--- src/include/cmc_pkg.sv ---
package cmc_pkg;

  // Register offsets
  localparam logic [7:0] OFS_CTL0   = 8'h00;
  localparam logic [7:0] OFS_CTL1   = 8'h01;
  localparam logic [7:0] OFS_BTR0   = 8'h02;
  localparam logic [7:0] OFS_STATUS = 8'h04;

  // Mode control 0 fields
  localparam int BIT_INIT_REQUEST = 0;
  localparam int BIT_SLEEP_REQUEST = 1;
  localparam int BIT_WAKE_ENABLE  = 2;
  localparam int BIT_STOP_IN_WAIT = 5;

  // Mode control 1 fields
  localparam int BIT_INIT_ACK     = 0;
  localparam int BIT_SLEEP_ACK    = 1;
  localparam int BIT_WAKE_FILTER  = 2;
  localparam int BIT_BUSOFF_POL   = 3;
  localparam int BIT_LISTEN       = 4;
  localparam int BIT_LOOPBACK     = 5;
  localparam int BIT_CLOCK_SELECT = 6;
  localparam int BIT_MODULE_EN    = 7;

  // Bit timing 0 fields
  localparam int BTR0_SJW_LSB = 6;
  localparam int BTR0_BRP_MSB = 5;

  // Status fields
  localparam int STAT_RX_LSB = 6;
  localparam int STAT_TX_LSB = 4;

  // Reset values
  localparam logic [7:0] CTL0_RESET = 8'h00;
  localparam logic [4:0] CTL1_RESET = 5'h00;
  localparam logic [7:0] BTR0_RESET = 8'h00;

  // Wake-up filter pulse time
  localparam int WAKE_PULSE_TIME_NS = 2000;
  localparam int CLK_PERIOD_NS      = 5;
  localparam int WAKE_PULSE_CYCLES  =
    (WAKE_PULSE_TIME_NS + CLK_PERIOD_NS - 1) / CLK_PERIOD_NS;

  // Resynchronisation counts of 11-recessive-bit sequences
  localparam logic [7:0] RESYNC_NORMAL = 8'h01;
  localparam logic [7:0] RESYNC_BUSOFF = 8'h80;

  typedef enum logic [1:0] {
    ST_RUN    = 2'b00,
    ST_SLEEP  = 2'b01,
    ST_INIT   = 2'b11,
    ST_RESYNC = 2'b10
  } cmc_state_t;

endpackage

--- src/include/cmc_link_if.sv ---
interface cmc_link_if;
  logic rx_level;
  logic sleep_active;
  logic filter_sel;
  logic wake_hit;
  logic resync_run;
  logic bus_off;
  logic rec11_seen;
  logic synced;

  modport wake (input rx_level, sleep_active, filter_sel, output wake_hit);
  modport sync (input resync_run, bus_off, rec11_seen, output synced);
  modport ctl  (output rx_level, sleep_active, filter_sel, resync_run,
                bus_off, rec11_seen, input wake_hit, synced);
endinterface

--- src/verilog/cmc_mode_ctrl.sv ---
module cmc_mode_ctrl (
  input  wire logic       clk_sys,
  input  wire logic       reset,
  input  wire logic [7:0] reg_addr,
  input  wire logic [7:0] reg_wdata,
  input  wire logic       reg_wr,
  input  wire logic       reg_rd,
  output logic      [7:0] reg_rdata,
  input  wire logic       special_mode,
  input  wire logic       cpu_wait,
  input  wire logic       cpu_stop,
  input  wire logic       bus_idle,
  input  wire logic       bus_off,
  input  wire logic       rec11_seen,
  input  wire logic [1:0] tx_state_field,
  input  wire logic [1:0] rx_state_field,
  input  wire logic       eng_tx_bit,
  output logic            eng_rx_bit,
  input  wire logic       bus_rx_pin,
  output logic            bus_tx_pin,
  output logic            module_enable,
  output logic            clock_select,
  output logic            loopback_test,
  output logic            listen_only,
  output logic            ack_err_send_en,
  output logic            err_cnt_freeze,
  output logic            tx_enable,
  output logic            busoff_recovery_policy,
  output logic      [1:0] sync_jump_width,
  output logic      [5:0] baud_prescaler,
  output logic            frame_abort,
  output logic            sleep_mode,
  output logic            bus_synced,
  output logic            wake_event
);

  cmc_link_if lnk ();

  ////////////////////////////////////////////////////////////////////////////
  // Register state

  cmc_pkg::cmc_state_t state_q;
  cmc_pkg::cmc_state_t state_d;

  logic       init_request_q;
  logic       init_request_d;
  logic       sleep_request_q;
  logic       sleep_request_d;
  logic       wake_enable_q;
  logic       wake_enable_d;
  logic       stop_in_wait_q;
  logic       stop_in_wait_d;
  logic [6:2] ctl1_q;
  logic [6:2] ctl1_d;
  logic       enable_locked_q;
  logic       enable_locked_d;
  logic       module_enable_q;
  logic       module_enable_d;
  logic [7:0] btr0_q;
  logic [7:0] btr0_d;
  logic [7:0] rdata_q;
  logic [7:0] rdata_d;

  logic       init_ack;
  logic       sleep_ack;
  logic       in_init;
  logic       in_sleep;
  logic       wr_ctl0;
  logic       wr_ctl1;
  logic       wr_btr0;
  logic       wake_now;
  logic       tx_force;
  logic [7:0] ctl0_view;
  logic [7:0] ctl1_view;
  logic [7:0] stat_view;

  ////////////////////////////////////////////////////////////////////////////
  // Mode handshake flags

  assign init_ack  = (state_q == cmc_pkg::ST_INIT);
  assign sleep_ack = (state_q == cmc_pkg::ST_SLEEP);
  assign in_init   = init_request_q && init_ack;
  assign in_sleep  = sleep_request_q && sleep_ack;

  assign wr_ctl0 = reg_wr && (reg_addr == cmc_pkg::OFS_CTL0);
  assign wr_ctl1 = reg_wr && (reg_addr == cmc_pkg::OFS_CTL1) && in_init;
  assign wr_btr0 = reg_wr && (reg_addr == cmc_pkg::OFS_BTR0) && in_init;

  // Wake only counts while wake enable is set during sleep
  assign wake_now = in_sleep && wake_enable_q && lnk.wake_hit;

  ////////////////////////////////////////////////////////////////////////////
  // Submodules

  assign lnk.rx_level     = bus_rx_pin;
  assign lnk.sleep_active = in_sleep;
  assign lnk.filter_sel   = ctl1_q[cmc_pkg::BIT_WAKE_FILTER];
  assign lnk.resync_run   = (state_q == cmc_pkg::ST_RESYNC);
  assign lnk.bus_off      = bus_off;
  assign lnk.rec11_seen   = rec11_seen;

  cmc_wake_filter u_wake (
    .clk_sys (clk_sys),
    .reset   (reset),
    .lnk     (lnk.wake)
  );

  cmc_resync u_resync (
    .clk_sys (clk_sys),
    .reset   (reset),
    .lnk     (lnk.sync)
  );

  ////////////////////////////////////////////////////////////////////////////
  // Mode state machine

  always_comb begin
    state_d = state_q;
    case (state_q)
      cmc_pkg::ST_RUN: begin
        if (init_request_q) begin
          state_d = cmc_pkg::ST_INIT;
        end else if (sleep_request_q && bus_idle) begin
          state_d = cmc_pkg::ST_SLEEP;
        end
      end
      cmc_pkg::ST_SLEEP: begin
        // Init from sleep is the safe path
        if (init_request_q) begin
          state_d = cmc_pkg::ST_INIT;
        end else if (!sleep_request_q || wake_now) begin
          state_d = cmc_pkg::ST_RUN;
        end
      end
      cmc_pkg::ST_INIT: begin
        if (!init_request_q) begin
          state_d = cmc_pkg::ST_RESYNC;
        end
      end
      cmc_pkg::ST_RESYNC: begin
        if (init_request_q) begin
          state_d = cmc_pkg::ST_INIT;
        end else if (lnk.synced) begin
          state_d = cmc_pkg::ST_RUN;
        end
      end
      default: begin
        state_d = cmc_pkg::ST_RUN;
      end
    endcase
  end

  always_ff @(posedge clk_sys or posedge reset) begin
    if (reset) begin
      state_q <= cmc_pkg::ST_RUN;
    end else begin
      state_q <= state_d;
    end
  end

  ////////////////////////////////////////////////////////////////////////////
  // Mode control 0

  always_comb begin
    init_request_d  = init_request_q;
    sleep_request_d = sleep_request_q;
    wake_enable_d   = wake_enable_q;
    stop_in_wait_d  = stop_in_wait_q;
    if (wake_now) begin
      sleep_request_d = 1'b0;
    end
    if (wr_ctl0) begin
      if (reg_wdata[cmc_pkg::BIT_INIT_REQUEST]) begin
        init_request_d = 1'b1;
      end else if (in_init) begin
        init_request_d = 1'b0;
      end
      // Software set beats the wake clear
      if (reg_wdata[cmc_pkg::BIT_SLEEP_REQUEST]) begin
        sleep_request_d = 1'b1;
      end else if (in_sleep) begin
        sleep_request_d = 1'b0;
      end
      wake_enable_d  = reg_wdata[cmc_pkg::BIT_WAKE_ENABLE];
      stop_in_wait_d = reg_wdata[cmc_pkg::BIT_STOP_IN_WAIT];
    end
    // Init entry resets only the unprotected bits
    if (state_q != cmc_pkg::ST_INIT &&
        state_d == cmc_pkg::ST_INIT) begin
      stop_in_wait_d = cmc_pkg::CTL0_RESET[cmc_pkg::BIT_STOP_IN_WAIT];
    end
  end

  always_ff @(posedge clk_sys or posedge reset) begin
    if (reset) begin
      init_request_q  <= cmc_pkg::CTL0_RESET[cmc_pkg::BIT_INIT_REQUEST];
      sleep_request_q <= cmc_pkg::CTL0_RESET[cmc_pkg::BIT_SLEEP_REQUEST];
      wake_enable_q   <= cmc_pkg::CTL0_RESET[cmc_pkg::BIT_WAKE_ENABLE];
      stop_in_wait_q  <= cmc_pkg::CTL0_RESET[cmc_pkg::BIT_STOP_IN_WAIT];
    end else begin
      init_request_q  <= init_request_d;
      sleep_request_q <= sleep_request_d;
      wake_enable_q   <= wake_enable_d;
      stop_in_wait_q  <= stop_in_wait_d;
    end
  end

  ////////////////////////////////////////////////////////////////////////////
  // Mode control 1 and bit timing 0

  always_comb begin
    ctl1_d          = ctl1_q;
    module_enable_d = module_enable_q;
    enable_locked_d = enable_locked_q;
    btr0_d          = btr0_q;
    if (wr_ctl1) begin
      ctl1_d = reg_wdata[cmc_pkg::BIT_CLOCK_SELECT:
                         cmc_pkg::BIT_WAKE_FILTER];
      // Enable takes one write unless in special mode
      if (special_mode || !enable_locked_q) begin
        module_enable_d = reg_wdata[cmc_pkg::BIT_MODULE_EN];
        enable_locked_d = !special_mode;
      end
    end
    if (wr_btr0) begin
      btr0_d = reg_wdata;
    end
  end

  always_ff @(posedge clk_sys or posedge reset) begin
    if (reset) begin
      ctl1_q          <= cmc_pkg::CTL1_RESET;
      module_enable_q <= 1'b0;
      enable_locked_q <= 1'b0;
      btr0_q          <= cmc_pkg::BTR0_RESET;
    end else begin
      ctl1_q          <= ctl1_d;
      module_enable_q <= module_enable_d;
      enable_locked_q <= enable_locked_d;
      btr0_q          <= btr0_d;
    end
  end

  ////////////////////////////////////////////////////////////////////////////
  // Read path

  always_comb begin
    ctl0_view = 8'h00;
    ctl0_view[cmc_pkg::BIT_INIT_REQUEST]  = init_request_q;
    ctl0_view[cmc_pkg::BIT_SLEEP_REQUEST] = sleep_request_q;
    ctl0_view[cmc_pkg::BIT_WAKE_ENABLE]   = wake_enable_q;
    ctl0_view[cmc_pkg::BIT_STOP_IN_WAIT]  = stop_in_wait_q;
    ctl1_view = {module_enable_q,
                 ctl1_q[cmc_pkg::BIT_CLOCK_SELECT:cmc_pkg::BIT_WAKE_FILTER],
                 sleep_ack, init_ack};
    stat_view = 8'h00;
    // State fields are passed through untouched by init
    stat_view[cmc_pkg::STAT_RX_LSB +: 2] = rx_state_field;
    stat_view[cmc_pkg::STAT_TX_LSB +: 2] = tx_state_field;
  end

  always_comb begin
    rdata_d = 8'h00;
    if (!reg_rd) begin
      rdata_d = 8'h00;
    end else if (reg_addr == cmc_pkg::OFS_CTL0) begin
      rdata_d = ctl0_view;
    end else if (reg_addr == cmc_pkg::OFS_CTL1) begin
      rdata_d = ctl1_view;
    end else if (reg_addr == cmc_pkg::OFS_BTR0) begin
      rdata_d = btr0_q;
    end else if (reg_addr == cmc_pkg::OFS_STATUS) begin
      rdata_d = stat_view;
    end
  end

  always_ff @(posedge clk_sys or posedge reset) begin
    if (reset) begin
      rdata_q <= 8'h00;
    end else begin
      rdata_q <= rdata_d;
    end
  end

  assign reg_rdata = rdata_q;

  ////////////////////////////////////////////////////////////////////////////
  // Bus pins and engine controls

  // Forcing is combinational so the pin goes recessive at once
  assign tx_force = cpu_stop ||
                    (cpu_wait && stop_in_wait_q) ||
                    init_request_q ||
                    ctl1_q[cmc_pkg::BIT_LOOPBACK] ||
                    ctl1_q[cmc_pkg::BIT_LISTEN] ||
                    !module_enable_q;

  assign bus_tx_pin = tx_force || eng_tx_bit;

  assign eng_rx_bit = ctl1_q[cmc_pkg::BIT_LOOPBACK] ? eng_tx_bit
                                                    : bus_rx_pin;

  assign module_enable = module_enable_q;
  assign clock_select  = ctl1_q[cmc_pkg::BIT_CLOCK_SELECT];
  // Engine ignores ack slot and raises tx and rx events
  assign loopback_test = ctl1_q[cmc_pkg::BIT_LOOPBACK];
  assign listen_only   = ctl1_q[cmc_pkg::BIT_LISTEN];
  assign ack_err_send_en = !ctl1_q[cmc_pkg::BIT_LISTEN];
  assign err_cnt_freeze  = ctl1_q[cmc_pkg::BIT_LISTEN];
  assign tx_enable = module_enable_q && !ctl1_q[cmc_pkg::BIT_LISTEN] &&
                     (state_q == cmc_pkg::ST_RUN);
  assign busoff_recovery_policy = ctl1_q[cmc_pkg::BIT_BUSOFF_POL];
  assign sync_jump_width = btr0_q[7:cmc_pkg::BTR0_SJW_LSB];
  assign baud_prescaler  = btr0_q[cmc_pkg::BTR0_BRP_MSB:0];
  assign frame_abort = init_request_q;
  assign sleep_mode  = in_sleep;
  assign bus_synced  = (state_q == cmc_pkg::ST_RUN);
  assign wake_event  = wake_now;

endmodule

--- src/verilog/cmc_resync.sv ---
module cmc_resync (
  input  wire logic  clk_sys,
  input  wire logic  reset,
  cmc_link_if.sync   lnk
);

  logic [7:0] cnt_q;
  logic [7:0] cnt_d;
  logic [7:0] need;

  // One sequence normally, 128 while bus-off
  assign need = lnk.bus_off ? cmc_pkg::RESYNC_BUSOFF
                            : cmc_pkg::RESYNC_NORMAL;

  always_comb begin
    cnt_d = cnt_q;
    if (!lnk.resync_run) begin
      cnt_d = 8'h00;
    end else if (lnk.rec11_seen && cnt_q != 8'hff) begin
      cnt_d = cnt_q + 8'h01;
    end
  end

  always_ff @(posedge clk_sys or posedge reset) begin
    if (reset) begin
      cnt_q <= 8'h00;
    end else begin
      cnt_q <= cnt_d;
    end
  end

  assign lnk.synced = lnk.resync_run && lnk.rec11_seen &&
                      (cnt_q + 8'h01 >= need);

endmodule

--- src/verilog/cmc_wake_filter.sv ---
module cmc_wake_filter (
  input  wire logic  clk_sys,
  input  wire logic  reset,
  cmc_link_if.wake   lnk
);

  localparam logic [15:0] WAKE_LAST =
    16'(cmc_pkg::WAKE_PULSE_CYCLES - 1);

  logic [15:0] cnt_q;
  logic [15:0] cnt_d;
  logic        dominant;

  assign dominant = lnk.sleep_active && !lnk.rx_level;

  always_comb begin
    cnt_d = 16'h0000;
    if (dominant && cnt_q != WAKE_LAST) begin
      cnt_d = cnt_q + 16'h0001;
    end else if (dominant) begin
      cnt_d = cnt_q;
    end
  end

  always_ff @(posedge clk_sys or posedge reset) begin
    if (reset) begin
      cnt_q <= 16'h0000;
    end else begin
      cnt_q <= cnt_d;
    end
  end

  // Any dominant level, or one held for the whole filter time
  assign lnk.wake_hit = dominant &&
    (!lnk.filter_sel || cnt_q == WAKE_LAST);

endmodule
--- config.mk ---
export PLATFORM = sky130hd
export DESIGN_NAME = cmc_mode_ctrl
export DESIGN_NICKNAME = d
export VERILOG_FILES = /design/src/include/cmc_pkg.sv /design/src/include/cmc_link_if.sv /design/src/verilog/cmc_mode_ctrl.sv /design/src/verilog/cmc_resync.sv /design/src/verilog/cmc_wake_filter.sv
export SDC_FILE = /design/constraint.sdc
export NUM_CORES = 1
export LEC_CHECK = 0
export BUFFER_PORTS_ARGS = -buffer_cell sky130_fd_sc_hd__buf_4
export CAP_MARGIN = 20
export CORE_ASPECT_RATIO = 0.5
export CORE_UTILIZATION = 54
export CTS_CLUSTER_SIZE = 16
export DETAILED_ROUTE_END_ITERATION = 16
export PLACE_DENSITY = 0.77
export SLEW_MARGIN = 25
export SYNTH_ARGS = -nofsm -noshare
export SYNTH_HDL_FRONTEND = slang
export SYNTH_SLANG_ARGS = --single-unit
export TNS_END_PERCENT = 5
--- constraint.sdc ---
create_clock -name clk_sys -period 2.8 [get_ports clk_sys]
set_clock_uncertainty 0.15 [all_clocks]
set_input_delay 0.84 -clock clk_sys [delete_from_list [all_inputs] [get_ports clk_sys]]
set_output_delay 0.84 -clock clk_sys [all_outputs]
set_load 0.005 [all_outputs]
==> flow_summary.ini <==
[grt]
grt_start_max_net_pins = 54
grt_antenna_before_repair = 0
use_met1_pct = 29.41
top_usage_layer = met2
grt_overflow = 0
use_met2_pct = 46.89
grt_first_pass_wirelength_mm = 10.45
track_usage_pct = 24.66
grt.met3_usage_pct = 5.049
grt_pass1_vias = 2284

[yosys]
seq_area_frac_synth_pct = 47.36
async_flop_share_pct = 100.0
synth_area_um2 = 2800
synth.avg_cell_area_um2 = 10.04
synth_edf_count = 0
netlist_instances = 279
yosys.cell_types.count = 51
synth_seq_cells = 53
synth_nets = 315
yosysWarningCount = 0
synth_top_flop_cell = dfrtp_1

[layout]
nFillCells = 376
syn2layout_area_growth_pct = 25.60
drive_gt1_share_pct = 30.20
nets = 387
antennaDiodeCount = 0
register_area_um2 = 1326
multi_input_area_um2 = 1390

[clock_tree]
cts_buffers = 5
clock_latency_ns = 0.30
clk_pin_slew_ns = 0.09
clockBufferDepth = 2
cts-htree-levels = 2
tritoncts = built
cts_root_buffer = clkbuf_8
cts_sinks = 53

[power_and_ir_drop]
ir_drop_v = 0.0002609
netSwitchingFraction_pct = 27.28
power_w = 0.001625
p_per_area_nw_per_um2 = 462.1
internal-power_w = 0.001182
power.net_switching_w = 0.0004433
combPwrFrac_pct = 17.7
pwr-share-clk_pct = 30.3
p_leak_nw = 1.600
p_seq_share_pct = 52.0

[drt]
num_vias = 2323
drcViolationCount = 0
drt_first_pass_iters = 4
via_per_inst = 5.518
postRouteAntennaNets = 0
drt_wl_total_mm = 6.493
wl_per_cell_um = 15.42
drt_iter0_drc = 81

[flow_run]
drv_cap = 0

[sta]
tightest_slew_ns = 0.6700
hold_viol_final = 0
max_freq_ghz = 0.3430
rsz0062_at_grt = true
maxSlewHeadroom_pct = 54.95
fin_ws_ns = -0.1151
finalSetupViolCount = 1
period_needed_ns = 2.915
whs_ns = 0.3892
min_period_over_period_pct = 104.1
slew_viol_final = 0

[critical_path]
critPathCaptureType = output pin
worst-setup-path-type = register to output pin
cp.required_ns = 1.81
arrival_ns = 1.93
cp-start-kind = register
crit_path_max_fanout = 2

[run_status]
status = finished, violations left
violations = setup timing

[place]
hpwl_mm = 4.893
io_buffers = 61
place.gp.congestion = 0.8392

[worst_hold_path]
hold_class = register to register

[floorplan]
num_rows = 18
dieArea_um2 = 5495
initial_utilization_pct = 56.52
pin_count = 62
die_w_um = 103.8
coreArea_um2 = 4955
die_h_um = 52.92
-- through the flow --
step	TNS, ns	util (%)	instance area, um^2	instances	worst slack [ns]
after floorplan	0	-	2800	279	0.2647
after global placement	0	67.75	3357	407	0.1237
after detailed placement	0	67.75	3357	407	0.1113
after CTS	-0.1109	70.98	3517	421	-0.1109
after global routing	-0.1576	70.98	3517	421	-0.1576
final	-0.1151	70.98	3517	421	-0.1151
-- cells in the mapped netlist (3+ instances only) --
cell	number	area, um^2
dfrtp_1	53	1326
nor2_1	41	153.9
nand2_1	17	63.81
inv_1	15	56.30
mux2_2	14	157.7
xnor2_1	13	113.9
a21oi_1	10	50.05
nand3_1	10	50.05
nor3_1	9	45.04
o21ai_0	9	45.04
nand4_1	7	43.79
nor4_1	6	37.54
clkbuf_1	5	18.77
mux2i_1	5	50.05
nor2b_1	5	31.28
a22oi_1	4	30.03
a2bb2oi_1	4	35.03
and3_1	4	25.02
ha_1	4	50.05
xor2_1	4	35.03
o31ai_1	3	22.52
-- cells by family (layout without fill, tap and decap cells) --
kind of cell | after synthesis | in the layout | share of synthesized area (%)
adders and majority gates | 4 | 4 | 1.787
buffers and inverters | 22 | 94 | 3.128
xor gates and xnor gates | 17 | 17 | 5.317
and+or+nand+nor | 118 | 118 | 23.01
DFF | 53 | 53 | 47.36
AOI/OAI and AO/OA | 45 | 45 | 11.57
muxes | 20 | 20 | 7.819
-- cell type report --
type | instances | share of cell area [%]
timing repair buffer | 72 | 15.72
tap | 70 | 2.490
multi-input combinational | 204 | 39.52
clock buffer | 5 | 1.957
sequential | 53 | 37.71
inverter | 15 | 1.601
clock inverter | 2 | 0.9961
-- worst max-delay path, cell delays in order (launching register included) --
cell and delay (ns):
dfrtp_1 0.39, or4_4 0.57, o41ai_4 0.35, and3_2 0.22, buf_4 0.10
-- metal layers --
layer | part of all wire (%) | up-vias | routed length, um
met3 | 2.8 | 6 | 180
met1 | 44 | 1138 | 2829
met5 | 0 | - | 0
li1 | - | 1135 | -
met4 | 0.94 | 0 | 61
met2 | 53 | 44 | 3421
-- power by group through the flow --
stage	registers [W]	logic (W)	clock network, W
final	0.000844	0.000288	0.000493
after global routing	0.000850	0.000321	0.000535
after CTS	0.000843	0.000290	0.000506
after detailed placement	0.000859	0.000288	0
after global placement	0.000855	0.000281	0
after floorplan	0.000832	0.000190	0
-- layout by cell type (no fill, tap or decap), types with 3 or more instances in the layout --
cell and count:
nor2b_1 5, nor2_1 41, xnor2_1 13, clkbuf_8 5, nor4_1 6, mux2i_1 5, a22oi_1 4, and3_1 4
nand4_1 7, a2bb2oi_1 4, nor3_1 9, nand3_1 10, mux2_2 14, ha_1 4, o31ai_1 3, nand2_1 17
a21oi_1 10, inv_1 14, buf_4 71, dfrtp_1 53, xor2_1 4, o21ai_0 9
-- flip-flops by register name, summed over array words and instances, names as in the netlist, 2 cells and up --
register and cells:
ctl1_q 5, reg_rdata 8, btr0_q 8, state_q 2, u_resync.cnt_q 8, u_wake.cnt_q 16
-- final timing paths --
check	startpoint	endpoint	slack, ns	cells past startpoint
setup / recovery	u_wake.cnt_q[6]	wake_event	-0.12	4
hold / removal	btr0_q[3]	btr0_q[3]	0.39	1
setup reg to reg	u_wake.cnt_q[6]	state_q[0]	0.68	5
hold reg to reg	btr0_q[3]	btr0_q[3]	0.39	1
max in group asynchronous	reset	u_resync.cnt_q[3]	1.83	3
min in group asynchronous	reset	u_wake.cnt_q[0]	0.42	3
-- repair_timing --
action	in CTS	in global routing
hold buffers	0	0
resized for setup	1	0
setup endpoints to repair	1	1
buffers inserted	7	0
pin swaps	2	0
No activity file was read; power rests on OpenSTA's default activity.
